$ cat src/common/dpri_regs.svh
`ifndef DPRI_REGS_SVH
`define DPRI_REGS_SVH

// Request and acknowledge type codes
`define DPRI_RQ_SINGLE   2'h0
`define DPRI_RQ_BURST    2'h1
`define DPRI_RQ_FLUSHACK 2'h2
`define DPRI_AK_SINGLE   2'h0
`define DPRI_AK_BURST    2'h1
`define DPRI_AK_FLUSH    2'h2
`define DPRI_TYPE_W      2
`define DPRI_NUM_PERIPH  2
`define DPRI_NUM_EVENTS  4
`define DPRI_APB_W       32
`define DPRI_EVT_W       2

`endif

$ cat src/common/dpri_pkg.sv
`include "dpri_regs.svh"

package dpri_pkg;

    // Type code carried on both channels
    typedef logic [`DPRI_TYPE_W-1:0] dpri_type_t;

    // Controller request channel state
    typedef enum logic [1:0]
    {
        DPRI_RS_IDLE  = 2'b00,
        DPRI_RS_BUSY  = 2'b01,
        DPRI_RS_FLUSH = 2'b10
    } dpri_rs_t;

endpackage : dpri_pkg

$ cat src/common/dpri_if.sv
`timescale 1ns/1ps

interface dpri_if;
    import dpri_pkg::*;

    // Peripheral to controller request channel
    logic       dr_valid;
    logic       dr_ready;
    dpri_type_t dr_type;
    logic       dr_last;
    // Controller to peripheral acknowledge channel
    logic       da_valid;
    logic       da_ready;
    dpri_type_t da_type;

    modport ctrl
    (
        input  dr_valid, dr_type, dr_last, da_ready,
        output dr_ready, da_valid, da_type
    );

    modport periph
    (
        output dr_valid, dr_type, dr_last, da_ready,
        input  dr_ready, da_valid, da_type
    );

endinterface : dpri_if

$ cat src/design/dpri_ctrl.sv
`timescale 1ns/1ps
`include "dpri_regs.svh"

// Function
// - Peripheral valid only with valid type
// - Ready high when request acceptable
// - Request codes single, burst, flush ack
// - Last flag used for single/burst only
// - Ack valid only with valid type
// - Ack codes single, burst, flush
// - Peripheral ack ready when able
// - Peripheral answers flush with flush ack unless its request is still valid
// - Interface present by build parameter
// - Event raises irq if enabled
// - Irq line held until clear
// - Abort raises abort interrupt
// - Abort irq follows faulting threads
// - Two APB ports, 32-bit
// - APB clock enable pulse
// - Active-low reset of whole block
// - Security state captured at reset release
module dpri_ctrl
#(
    parameter bit HAS_PERIPH = 1'b1
)
(
    input  wire logic                       sys_clk_in,
    input  wire logic                       srst_in,
    input  wire logic                       aresetn_in,
    dpri_if.ctrl                            prq,
    // Thread engine side
    input  wire logic                       xfer_done_in,
    input  wire logic                       xfer_burst_in,
    input  wire logic                       flush_req_in,
    input  wire logic                       req_consume_in,
    output logic                            req_pend_out,
    output dpri_pkg::dpri_type_t            req_type_out,
    output logic                            req_last_out,
    output logic                            flush_ack_out,
    // Events and aborts
    input  wire logic                       signal_event_instruction_in,
    input  wire logic [`DPRI_EVT_W-1:0]     event_num_in,
    input  wire logic [`DPRI_NUM_EVENTS-1:0] irq_enable_in,
    input  wire logic [`DPRI_NUM_EVENTS-1:0] irq_clear_in,
    input  wire logic                       abort_in,
    input  wire logic                       faulting_any_in,
    output logic [`DPRI_NUM_EVENTS-1:0]     irq_out,
    output logic                            irq_abort_out,
    // Security tie-off
    input  wire logic                       request_port_security_at_reset_in,
    output logic                            periph_ns_out,
    // Non-secure and secure APB ports
    input  wire logic                       pclken_in,
    input  wire logic                       psel_in,
    input  wire logic                       penable_in,
    input  wire logic                       pwrite_in,
    input  wire logic [`DPRI_APB_W-1:0]     paddr_in,
    input  wire logic [`DPRI_APB_W-1:0]     pwdata_in,
    output logic [`DPRI_APB_W-1:0]          prdata_out,
    output logic                            pready_out,
    input  wire logic                       spsel_in,
    input  wire logic                       spenable_in,
    input  wire logic                       spwrite_in,
    input  wire logic [`DPRI_APB_W-1:0]     spaddr_in,
    input  wire logic [`DPRI_APB_W-1:0]     spwdata_in,
    output logic [`DPRI_APB_W-1:0]          sprdata_out,
    output logic                            spready_out
);
    import dpri_pkg::*;

    logic       rst;
    logic       rst_d_r;
    dpri_rs_t   rs_r;
    logic       da_valid_r;
    dpri_type_t da_type_r;
    logic       flush_pend_r;
    logic       dr_fire;
    logic       da_fire;

    assign rst = srst_in | ~aresetn_in;

    assign dr_fire = prq.dr_valid & prq.dr_ready;
    assign da_fire = da_valid_r & prq.da_ready;

    // ------------------------------------------------------------
    // Request channel
    // ------------------------------------------------------------

    // ready reflects acceptability of presented type
    always_comb
    begin
        prq.dr_ready = 1'b0;
        if (HAS_PERIPH && !rst)
        begin
            unique case (rs_r)
                DPRI_RS_IDLE:  prq.dr_ready = (prq.dr_type == `DPRI_RQ_SINGLE) |
                                              (prq.dr_type == `DPRI_RQ_BURST);
                DPRI_RS_FLUSH: prq.dr_ready = (prq.dr_type == `DPRI_RQ_FLUSHACK);
                DPRI_RS_BUSY:  prq.dr_ready = 1'b0;
                default:       prq.dr_ready = 1'b0;
            endcase
        end
    end

    // Request state and captured request
    always_ff @(posedge sys_clk_in)
    begin
        if (rst)
        begin
            rs_r          <= DPRI_RS_IDLE;
            req_pend_out  <= 1'b0;
            req_type_out  <= `DPRI_RQ_SINGLE;
            req_last_out  <= 1'b0;
            flush_ack_out <= 1'b0;
        end
        else
        begin
            flush_ack_out <= 1'b0;
            if (dr_fire && rs_r == DPRI_RS_FLUSH)
            begin
                rs_r          <= DPRI_RS_IDLE;
                flush_ack_out <= 1'b1;
            end
            else if (dr_fire)
            begin
                rs_r         <= DPRI_RS_BUSY;
                req_pend_out <= 1'b1;
                req_type_out <= prq.dr_type;
                // last used only for single or burst
                req_last_out <= prq.dr_last;
            end
            else if (rs_r == DPRI_RS_BUSY && req_consume_in)
            begin
                rs_r         <= DPRI_RS_IDLE;
                req_pend_out <= 1'b0;
            end
            else if (rs_r == DPRI_RS_IDLE && flush_pend_r && da_fire)
            begin
                rs_r <= DPRI_RS_FLUSH;
            end
        end
    end

    // ------------------------------------------------------------
    // Acknowledge channel
    // ------------------------------------------------------------

    // valid held with type until taken
    always_ff @(posedge sys_clk_in)
    begin
        if (rst || !HAS_PERIPH)
        begin
            da_valid_r   <= 1'b0;
            da_type_r    <= `DPRI_AK_SINGLE;
            flush_pend_r <= 1'b0;
        end
        else if (da_fire)
        begin
            da_valid_r <= 1'b0;
        end
        else if (!da_valid_r)
        begin
            if (flush_req_in && rs_r == DPRI_RS_IDLE)
            begin
                da_valid_r   <= 1'b1;
                da_type_r    <= `DPRI_AK_FLUSH;
                flush_pend_r <= 1'b1;
            end
            else if (xfer_done_in)
            begin
                da_valid_r   <= 1'b1;
                da_type_r    <= xfer_burst_in ? `DPRI_AK_BURST : `DPRI_AK_SINGLE;
                flush_pend_r <= 1'b0;
            end
        end
    end

    assign prq.da_valid = da_valid_r;
    assign prq.da_type  = da_type_r;

    // ------------------------------------------------------------
    // Interrupts
    // ------------------------------------------------------------

    // event sets enabled line; clear drops it, set wins
    always_ff @(posedge sys_clk_in)
    begin
        if (rst)
        begin
            irq_out <= '0;
        end
        else
        begin
            for (int i = 0; i < `DPRI_NUM_EVENTS; i++)
            begin
                if (signal_event_instruction_in && event_num_in == i[`DPRI_EVT_W-1:0] && irq_enable_in[i])
                    irq_out[i] <= 1'b1;
                else if (irq_clear_in[i])
                    irq_out[i] <= 1'b0;
            end
        end
    end

    // abort raises line; held while faulting
    always_ff @(posedge sys_clk_in)
    begin
        if (rst)
            irq_abort_out <= 1'b0;
        else
            irq_abort_out <= abort_in | faulting_any_in;
    end

    // capture security tie-off after reset release
    always_ff @(posedge sys_clk_in)
    begin
        rst_d_r <= rst;
        if (rst)
            periph_ns_out <= 1'b0;
        else if (rst_d_r)
            periph_ns_out <= request_port_security_at_reset_in;
    end

    // ------------------------------------------------------------
    // APB ports (register map lives elsewhere)
    // ------------------------------------------------------------

    // two ports; advance only on clock enable
    always_ff @(posedge sys_clk_in)
    begin
        if (rst)
        begin
            pready_out  <= 1'b0;
            spready_out <= 1'b0;
            prdata_out  <= '0;
            sprdata_out <= '0;
        end
        else if (pclken_in)
        begin
            pready_out  <= psel_in & ~penable_in;
            spready_out <= spsel_in & ~spenable_in;
            prdata_out  <= '0;
            sprdata_out <= '0;
        end
    end

endmodule : dpri_ctrl

$ cat src/flat_wrapper.sv
// flat-port wrapper written by rule: the top's interface ports become plain ports
module dpri_ctrl_flat import dpri_pkg::*;
#(
    parameter bit HAS_PERIPH = 1'b1
)
  (sys_clk_in, srst_in, aresetn_in, xfer_done_in, xfer_burst_in, flush_req_in, req_consume_in, req_pend_out, req_type_out, req_last_out, flush_ack_out, signal_event_instruction_in, event_num_in, irq_enable_in, irq_clear_in, abort_in, faulting_any_in, irq_out, irq_abort_out, request_port_security_at_reset_in, periph_ns_out, pclken_in, psel_in, penable_in, pwrite_in, paddr_in, pwdata_in, prdata_out, pready_out, spsel_in, spenable_in, spwrite_in, spaddr_in, spwdata_in, sprdata_out, spready_out, prq_dr_valid, prq_dr_type, prq_dr_last, prq_da_ready, prq_dr_ready, prq_da_valid, prq_da_type);
  dpri_if prq_i ();
  input  wire logic sys_clk_in;
  input  wire logic srst_in;
  input  wire logic aresetn_in;
  input  wire logic xfer_done_in;
  input  wire logic xfer_burst_in;
  input  wire logic flush_req_in;
  input  wire logic req_consume_in;
  output logic req_pend_out;
  output dpri_pkg::dpri_type_t req_type_out;
  output logic req_last_out;
  output logic flush_ack_out;
  input  wire logic signal_event_instruction_in;
  input  wire logic [`DPRI_EVT_W-1:0] event_num_in;
  input  wire logic [`DPRI_NUM_EVENTS-1:0] irq_enable_in;
  input  wire logic [`DPRI_NUM_EVENTS-1:0] irq_clear_in;
  input  wire logic abort_in;
  input  wire logic faulting_any_in;
  output logic [`DPRI_NUM_EVENTS-1:0] irq_out;
  output logic irq_abort_out;
  input  wire logic request_port_security_at_reset_in;
  output logic periph_ns_out;
  input  wire logic pclken_in;
  input  wire logic psel_in;
  input  wire logic penable_in;
  input  wire logic pwrite_in;
  input  wire logic [`DPRI_APB_W-1:0] paddr_in;
  input  wire logic [`DPRI_APB_W-1:0] pwdata_in;
  output logic [`DPRI_APB_W-1:0] prdata_out;
  output logic pready_out;
  input  wire logic spsel_in;
  input  wire logic spenable_in;
  input  wire logic spwrite_in;
  input  wire logic [`DPRI_APB_W-1:0] spaddr_in;
  input  wire logic [`DPRI_APB_W-1:0] spwdata_in;
  output logic [`DPRI_APB_W-1:0] sprdata_out;
  output logic spready_out;
  input wire logic [$bits(prq_i.dr_valid)-1:0] prq_dr_valid;
  input wire logic [$bits(prq_i.dr_type)-1:0] prq_dr_type;
  input wire logic [$bits(prq_i.dr_last)-1:0] prq_dr_last;
  input wire logic [$bits(prq_i.da_ready)-1:0] prq_da_ready;
  output wire logic [$bits(prq_i.dr_ready)-1:0] prq_dr_ready;
  output wire logic [$bits(prq_i.da_valid)-1:0] prq_da_valid;
  output wire logic [$bits(prq_i.da_type)-1:0] prq_da_type;
  assign prq_i.dr_valid = prq_dr_valid;
  assign prq_i.dr_type = prq_dr_type;
  assign prq_i.dr_last = prq_dr_last;
  assign prq_i.da_ready = prq_da_ready;
  assign prq_dr_ready = prq_i.dr_ready;
  assign prq_da_valid = prq_i.da_valid;
  assign prq_da_type = prq_i.da_type;
  dpri_ctrl #(.HAS_PERIPH(HAS_PERIPH)) u_core (.sys_clk_in(sys_clk_in), .srst_in(srst_in), .aresetn_in(aresetn_in), .prq(prq_i), .xfer_done_in(xfer_done_in), .xfer_burst_in(xfer_burst_in), .flush_req_in(flush_req_in), .req_consume_in(req_consume_in), .req_pend_out(req_pend_out), .req_type_out(req_type_out), .req_last_out(req_last_out), .flush_ack_out(flush_ack_out), .signal_event_instruction_in(signal_event_instruction_in), .event_num_in(event_num_in), .irq_enable_in(irq_enable_in), .irq_clear_in(irq_clear_in), .abort_in(abort_in), .faulting_any_in(faulting_any_in), .irq_out(irq_out), .irq_abort_out(irq_abort_out), .request_port_security_at_reset_in(request_port_security_at_reset_in), .periph_ns_out(periph_ns_out), .pclken_in(pclken_in), .psel_in(psel_in), .penable_in(penable_in), .pwrite_in(pwrite_in), .paddr_in(paddr_in), .pwdata_in(pwdata_in), .prdata_out(prdata_out), .pready_out(pready_out), .spsel_in(spsel_in), .spenable_in(spenable_in), .spwrite_in(spwrite_in), .spaddr_in(spaddr_in), .spwdata_in(spwdata_in), .sprdata_out(sprdata_out), .spready_out(spready_out));
endmodule
$ cat config.mk
export PLATFORM = sky130hd
export DESIGN_NAME = dpri_ctrl_flat
export DESIGN_NICKNAME = d
export VERILOG_FILES = /design/src/common/dpri_pkg.sv /design/src/common/dpri_if.sv /design/src/design/dpri_ctrl.sv /design/src/flat_wrapper.sv
export VERILOG_INCLUDE_DIRS = /design/src /design/src/common
export SDC_FILE = /design/constraint.sdc
export NUM_CORES = 1
export LEC_CHECK = 0
export ABC_AREA = 1
export ABC_CLOCK_PERIOD_IN_PS = 1700
export BUFFER_PORTS_ARGS = -buffer_cell sky130_fd_sc_hd__buf_2
export CORE_AREA = 3 3 94 96
export CTS_CLUSTER_SIZE = 28
export DETAILED_ROUTE_END_ITERATION = 8
export DIE_AREA = 0 0 97 99
export GPL_TIMING_DRIVEN = 1
export PLACE_DENSITY = 0.6
export SYNTH_ARGS = -nofsm -noshare
export SYNTH_HDL_FRONTEND = slang
export SYNTH_SLANG_ARGS = --single-unit
$ cat constraint.sdc
create_clock -name sys_clk_in -period 1.7 [get_ports sys_clk_in]
set_input_delay 0.085 -clock sys_clk_in [delete_from_list [all_inputs] [get_ports sys_clk_in]]
set_output_delay 0.085 -clock sys_clk_in [all_outputs]
set_load 0.01 [all_outputs]
==> results.txt, run 1 <==
Status = finished, final reports clean
Crit-path max FO = 6
Largest net degree at the start of global routing = 12
Share of layout cells above drive strength 1 = 29.4%
Hold Fails Final Rpt = 0
Clock power share = 33.1%
Via count = 966
Width of the chip = 97 microns
Kind of cell adding the most delay to the critical path = flip-flops
Mapped Cells = 170
Pint = 0.000673 W
MaxCap Viol Count = 0
Worst IR Drop VDD = 0.000218 V
Skew-Pair Late Insertion Delay = 260 ps
Slew Viols, Final = 0
Max Clk Rate = 767 MHz
Total setup buffers inserted after CTS = 0
Synth top cells by count = buf_4, dfxtp_1, nand2_1
WL per Instance = 8.09 microns
Antenna-violating nets left = 0
ANT cells = 0
FP Rows = 33
Top cell type's share of synthesized area = 37.4%
Yosys warning total = 0
Setup slack, reg-to-reg = 670 ps
Hold endpoint = u_core.spready_out$_SDFFE_PP0P_
Final setup vio count = 0
Post-synthesis sequential area ratio = 29.1%
Multi-input logic area = 571 sq um
Power Dens Cells = 667 mW/mm^2
CTS buffer count = 3
Synth cell types = 20
Die area = 0.00960 sq mm
Vias per Instance = 2.99
Register bit total from synthesis = 19
Inst Count DP = 319
First-pass DRT Iterations = 2
Gr ovfl total = 0
Hold buffer count at cts = 0
CP max stage delay = 340 ps
Leakage power = 0.810 nW
Clock transition at path regs = 80 ps
Vias in the first global route = 819
Worst path required time = 1620 ps
Post-route DRC = 0
Seq. cell area = 380 sq um
Initial antenna violation count = 0
Min Clock Period, post-route = 1300 ps
Top-count cell post-synth = buf_4
H-tree Lvls = 1
Core area = 0.00813 sq mm
DP HPWL = 2240 microns
Post-synth EDFFs = 0
Root Driver = clkbuf_8
Hold Crit Depth = 2
Most frequently used flop master after synthesis = dfxtp_1
Initial Util = 16.0%
Post-Syn Area per Cell = 7.68 sq um
Die H = 99 microns
WL final = 2610 microns
Fillers = 935
Hold slack = 39.9 ps
GRT Resource Usage Total = 4.94%
Hold crit path type = input port to flip-flop
Net Sw Frac = 30.5%
CTS Sinks = 19
Post-Syn Area = 0.00131 sq mm
Synth area leaders = buf_4, dfxtp_1, nand2_1
Critical path class = flip-flop to output port
Power Total = 0.000968 W
Asr flop ratio synth = 0%
First-pass GRT wire length = 3830 microns
Critical Path Slowest Stage Cell = dfxtp_1
Power share of the combinational group = 18.8%
Top Ports = 242
Critical path startpoint = u_core.rs_r[0]$_SDFFE_PP0P_
Layout area overhead = 11.2%
Port bufs = 47
CTS max path bufs = 2
Flop pwr share = 48.1%
Min-delay src = pclken_in
CTS resizes = 0
Final Wtd Congestion = 0.736
Worst setup EP type = output port
CP bufs+invs = 2
NetSw = 0.000295 W
TritonCTS clock tree = yes
RSZ-0062 raised after global routing = false
Fin crit share = 76.7%
Clock Skew = 6.54 ps
Worst-path cell chain = inv_4, nand2_2, o21ai_1, and3_1, buf_2
Fin nets = 380
CP arrival = 1220 ps
Setup TNS = 0 ps
Iter 0 DRT Violations = 23
R2R depth = 6
Critical R2R Capture = u_core.req_last_out$_SDFFE_PP0P_
FF-to-FF Start = u_core.rs_r[1]$_SDFFE_PP0P_
Finished Layout Cells = 323
Setup crit start kind = flip-flop
Dominant cell type by area after synthesis = buf_4
[registers in the layout, summed over array words and instances (netlist names), 2 cells and up]
register and flops:
u_core.rs_r 2, u_core.prq.da_type 2, u_core.req_type_out 2, u_core.irq_out 4
[cell families after synthesis]
family | after synthesis | synth area share, %
other cells | 1 | 0.287
buf+inv | 88 | 45.3
simple gates | 45 | 18.5
flops | 19 | 29.1
compound gates | 17 | 6.81
[power groups by stage]
stage | clock network [W] | logic [W] | registers, W
after floorplan | 0 | 0.000227 | 0.000479
after global placement | 0 | 0.000178 | 0.000475
after detailed placement | 0 | 0.000181 | 0.000476
after CTS | 0.000351 | 0.000181 | 0.000465
after global routing | 0.000361 | 0.000204 | 0.000467
final | 0.000320 | 0.000182 | 0.000465
[per-stage QoR]
stage	worst slack, ps	utilization [%]	area (sq um)
detailed placement	650	17.3	1410
global route	301	17.8	1450
floorplan	784	-	1540
finish	397	17.8	1450
global placement	683	17.3	1410
CTS	369	17.8	1450
[worst max path at each step]
stage	to	slack, ps	cells after the start
finish	prq_dr_ready	400	5
global route	prq_dr_ready	300	5
CTS	prq_dr_ready	370	5
detailed placement	u_core.req_last_out$_SDFFE_PP0P_	650	5
global placement	u_core.req_type_out[0]$_SDFFE_PP0P_	680	5
floorplan	u_core.rs_r[1]$_SDFFE_PP0P_	780	6
[final cells by class]
type / instances / area share (%)
timing repair buffer: 47 / 16.2
multi-input combinational: 126 / 39.3
sequential: 19 / 26.2
clock inverter: 1 / 0.345
tap: 105 / 9.05
inverter: 22 / 6.03
clock buffer: 3 / 2.84
[placed cells by master, fill, tap and decap left out, drive strengths merged, types with 3 or more instances in the layout]
cell type / netlist / routed
nand4: 8 / 8
clkbuf: 0 / 3
buf: 66 / 47
inv: 22 / 22
nand2: 22 / 22
dfxtp: 19 / 19
nor2: 12 / 12
conb: 1 / 64
a21oi: 11 / 11
o21ai: 6 / 6
[metal layers]
metal	vias up	part of all wire, %	GRT usage, %
met3	2	11	1.49
met4	0	0.57	1.62
met5	-	0	0
met2	63	52	9.18
met1	411	36	5.34
li1	490	-	-
Power figures use the tool's default switching activity.
==> run 2: changes to the inputs <==
Settings changed: ABC_CLOCK_PERIOD_IN_PS 1700 to 1100, CORE_AREA 3 3 94 96 to 3 3 93 95, DIE_AREA 0 0 97 99 to 0 0 96 98, PLACE_DENSITY 0.6 to 0.63.
Clock period 1.7 ns to 1.1 ns, I/O delays scaled along.
==> run 2 against run 1 <==
The run now ends with negative setup slack left. Sequential share of layout area down 1.4 points. Critical endpoint unchanged. Global-route usage rose by 0.18 points. Critical path type unchanged. Power grew 57%.
==> results.txt, run 2 (synthesis results as in run 1) <==
First-pass DRT Iterations = 3 (was 2)
Critical path startpoint = u_core.rs_r[1]$_SDFFE_PP0P_ (was u_core.rs_r[0]$_SDFFE_PP0P_)
Fin nets = 388 (was 380)
Skew-Pair Late Insertion Delay = 250 ps (was 260 ps)
Most frequent cells in the layout = conb_1, buf_2, inv_1, dfxtp_1, nand2_1 (was conb_1, buf_2, nand2_1, dfxtp_1, inv_1)
Largest net degree at the start of global routing = 12 (unchanged)
Clock transition at path regs = 80 ps (about the same)
Hold Fails Final Rpt = 0 (unchanged)
Critical Path Slowest Stage Cell = dfxtp_4 (was dfxtp_1)
Via count = 1006 (was 966)
CTS buffer count = 3 (unchanged)
Min Clock Period, post-route = 1190 ps
FP Rows = 32 (was 33)
Worst IR Drop VDD = 0.000389 V (was 0.000218 V)
Multi-input logic area = 589 sq um (was 571 sq um)
Vias in the first global route = 816 (was 819)
Crit-path max FO = 3 (was 6)
Share of layout cells above drive strength 1 = 34.5% (was 29.4%)
Fin crit share = 108%
Final Wtd Congestion = 0.780 (was 0.736)
Gr ovfl total = 0 (unchanged)
Worst setup EP type = output port (unchanged)
Clock Skew = 2.53 ps (was 6.54 ps)
CP endpoint = prq_dr_ready (unchanged)
Slew Viols, Final = 0 (unchanged)
Fillers = 882 (was 935)
WL per Instance = 8.20 microns (was 8.09 microns)
Post-route DRC = 0 (unchanged)
Initial antenna violation count = 1 (was 0)
Vias per Instance = 3.07 (was 2.99)
Power Total = 0.00152 W (was 0.000968 W)
Most common cell after layout, fill and taps aside = conb_1 (unchanged)
TritonCTS clock tree = yes (unchanged)
CTS Sinks = 19 (unchanged)
H-tree Lvls = 1 (unchanged)
Core area = 0.00781 sq mm (was 0.00813 sq mm)
Hold crit path type = input port to flip-flop (unchanged)
CP bufs+invs = 2 (unchanged)
DP HPWL = 2210 microns (was 2240 microns)
Die area = 0.00941 sq mm (was 0.00960 sq mm)
Antenna-violating nets left = 0 (unchanged)
Kind of cell adding the most delay to the critical path = flip-flops (unchanged)
Setup slack, reg-to-reg = 30 ps (was 670 ps)
Crit path depth = 5 (unchanged)
WL final = 2690 microns (was 2610 microns)
CP arrival = 1130 ps (was 1220 ps)
Failing checks = negative setup slack
ANT cells = 0 (unchanged)
GRT Resource Usage Total = 5.13% (was 4.94%)
Critical path class = flip-flop to output port (unchanged)
First-pass GRT wire length = 3770 microns (was 3830 microns)
Worst-path cell chain = clkinv_4, nand2_4, nand2_2, and3_1, buf_2 (was inv_4, nand2_2, o21ai_1, and3_1, buf_2)
MaxCap Viol Count = 0 (unchanged)
Port bufs = 47 (unchanged)
Max Clk Rate = 841 MHz
Seq. cell area = 385 sq um (was 380 sq um)
CP max stage delay = 380 ps (was 340 ps)
FF-to-FF Start = u_core.rs_r[1]$_SDFFE_PP0P_ (unchanged)
Initial Util = 16.7% (was 16.0%)
Layout area overhead = 19.2% (was 11.2%)
Final WS setup = -88.7 ps (was 397 ps)
Worst path required time = 1040 ps (was 1620 ps)
Die H = 98 microns (was 99 microns)
Iter 0 DRT Violations = 32 (was 23)
R2R depth = 7 (was 6)
Status = finished with violations (was finished, final reports clean)
Largest reg by FF count = u_core.irq_out (unchanged)
Width of the chip = 96 microns (was 97 microns)
RSZ-0062 raised after global routing = true (was false)
Top Ports = 242 (unchanged)
Number of flip-flops under the largest register name = 4 (unchanged)
Leakage power = 0.853 nW (was 0.810 nW)
Root Driver = clkbuf_8 (unchanged)
Final setup vio count = 1 (was 0)
CTS max path bufs = 2 (unchanged)
Power Dens Cells = 977 mW/mm^2 (was 667 mW/mm^2)
Finished Core Util = 19.9% (was 17.8%)
Setup crit start kind = flip-flop (unchanged)
Critical R2R Capture = u_core.req_type_out[0]$_SDFFE_PP0P_ (was u_core.req_last_out$_SDFFE_PP0P_)
run 2: cell types whose count changed in the layout (fill, tap and decap cells not counted), sizes merged:
cell / before / now
buf: 47 / 54
clkinv: 1 / 2
inv: 22 / 21
dlygate4sd3: 0 / 1
run 2: tightest hold or removal path: cells and delay by family:
family	cells	cell delay, ps
buffers and inverters	1	70
and+or+nand+nor	2	110
run 2: cell type report:
type	instances	area share, %
timing repair buffer	55	20.2
inverter	22	5.95
tap	102	8.21
multi-input combinational	126	37.9
clock inverter	1	0.322
clock buffer	3	2.65
sequential	19	24.8
run 2: how the worst min path moves through the flow:
stage / from / endpoint / depth (start not counted)
3_3_place_gp: abort_in / u_core.irq_abort_out$_SDFF_PP0_ / 3
2_1_floorplan: pclken_in / u_core.pready_out$_SDFFE_PP0P_ / 1
3_5_place_dp: abort_in / u_core.irq_abort_out$_SDFF_PP0_ / 3
4_1_cts: abort_in / u_core.irq_abort_out$_SDFF_PP0_ / 3
5_1_grt: request_port_security_at_reset_in / u_core.periph_ns_out$_SDFFE_PP0P_ / 3
6_report: abort_in / u_core.irq_abort_out$_SDFF_PP0_ / 3
run 2: routing by layer:
metal	GRT usage (%)	part of all wire, %	vias up
met5	0	0.26	-
li1	-	-	505
met4	1.64	0.63	2
met3	1.77	10	4
met2	9.19	53	61
met1	5.50	36	434
run 2: metrics by stage:
step	hold slack, ps	std cells	instance area (sq um)	setup WS, ps	TNS (ps)
5_1_grt	30.2	328	1560	-148	-306
2_1_floorplan	145	233	1540	184	0
3_5_place_dp	281	317	1420	67.2	0
6_report	17.6	328	1560	-88.7	-88.7
4_1_cts	7.91	325	1510	-104	-104
3_3_place_gp	271	317	1420	101	0
run 2: timing repair:
item,in CTS,in global routing
gates resized for setup,4,9
endpoints found under the setup margin,1,5
setup buffers,3,4
hold buffers,1,0
hold endpoints to repair,1,0
pin swaps,2,8
run 2: power breakdown:
| part | switching [W] | internal (W) | leakage (nW) |
|---|---|---|---|
| sequential | 0.0000112 | 0.000704 | 0.156 |
| combinational | 0.000207 | 0.0000967 | 0.671 |
| clock | 0.000249 | 0.000252 | 0.0255 |
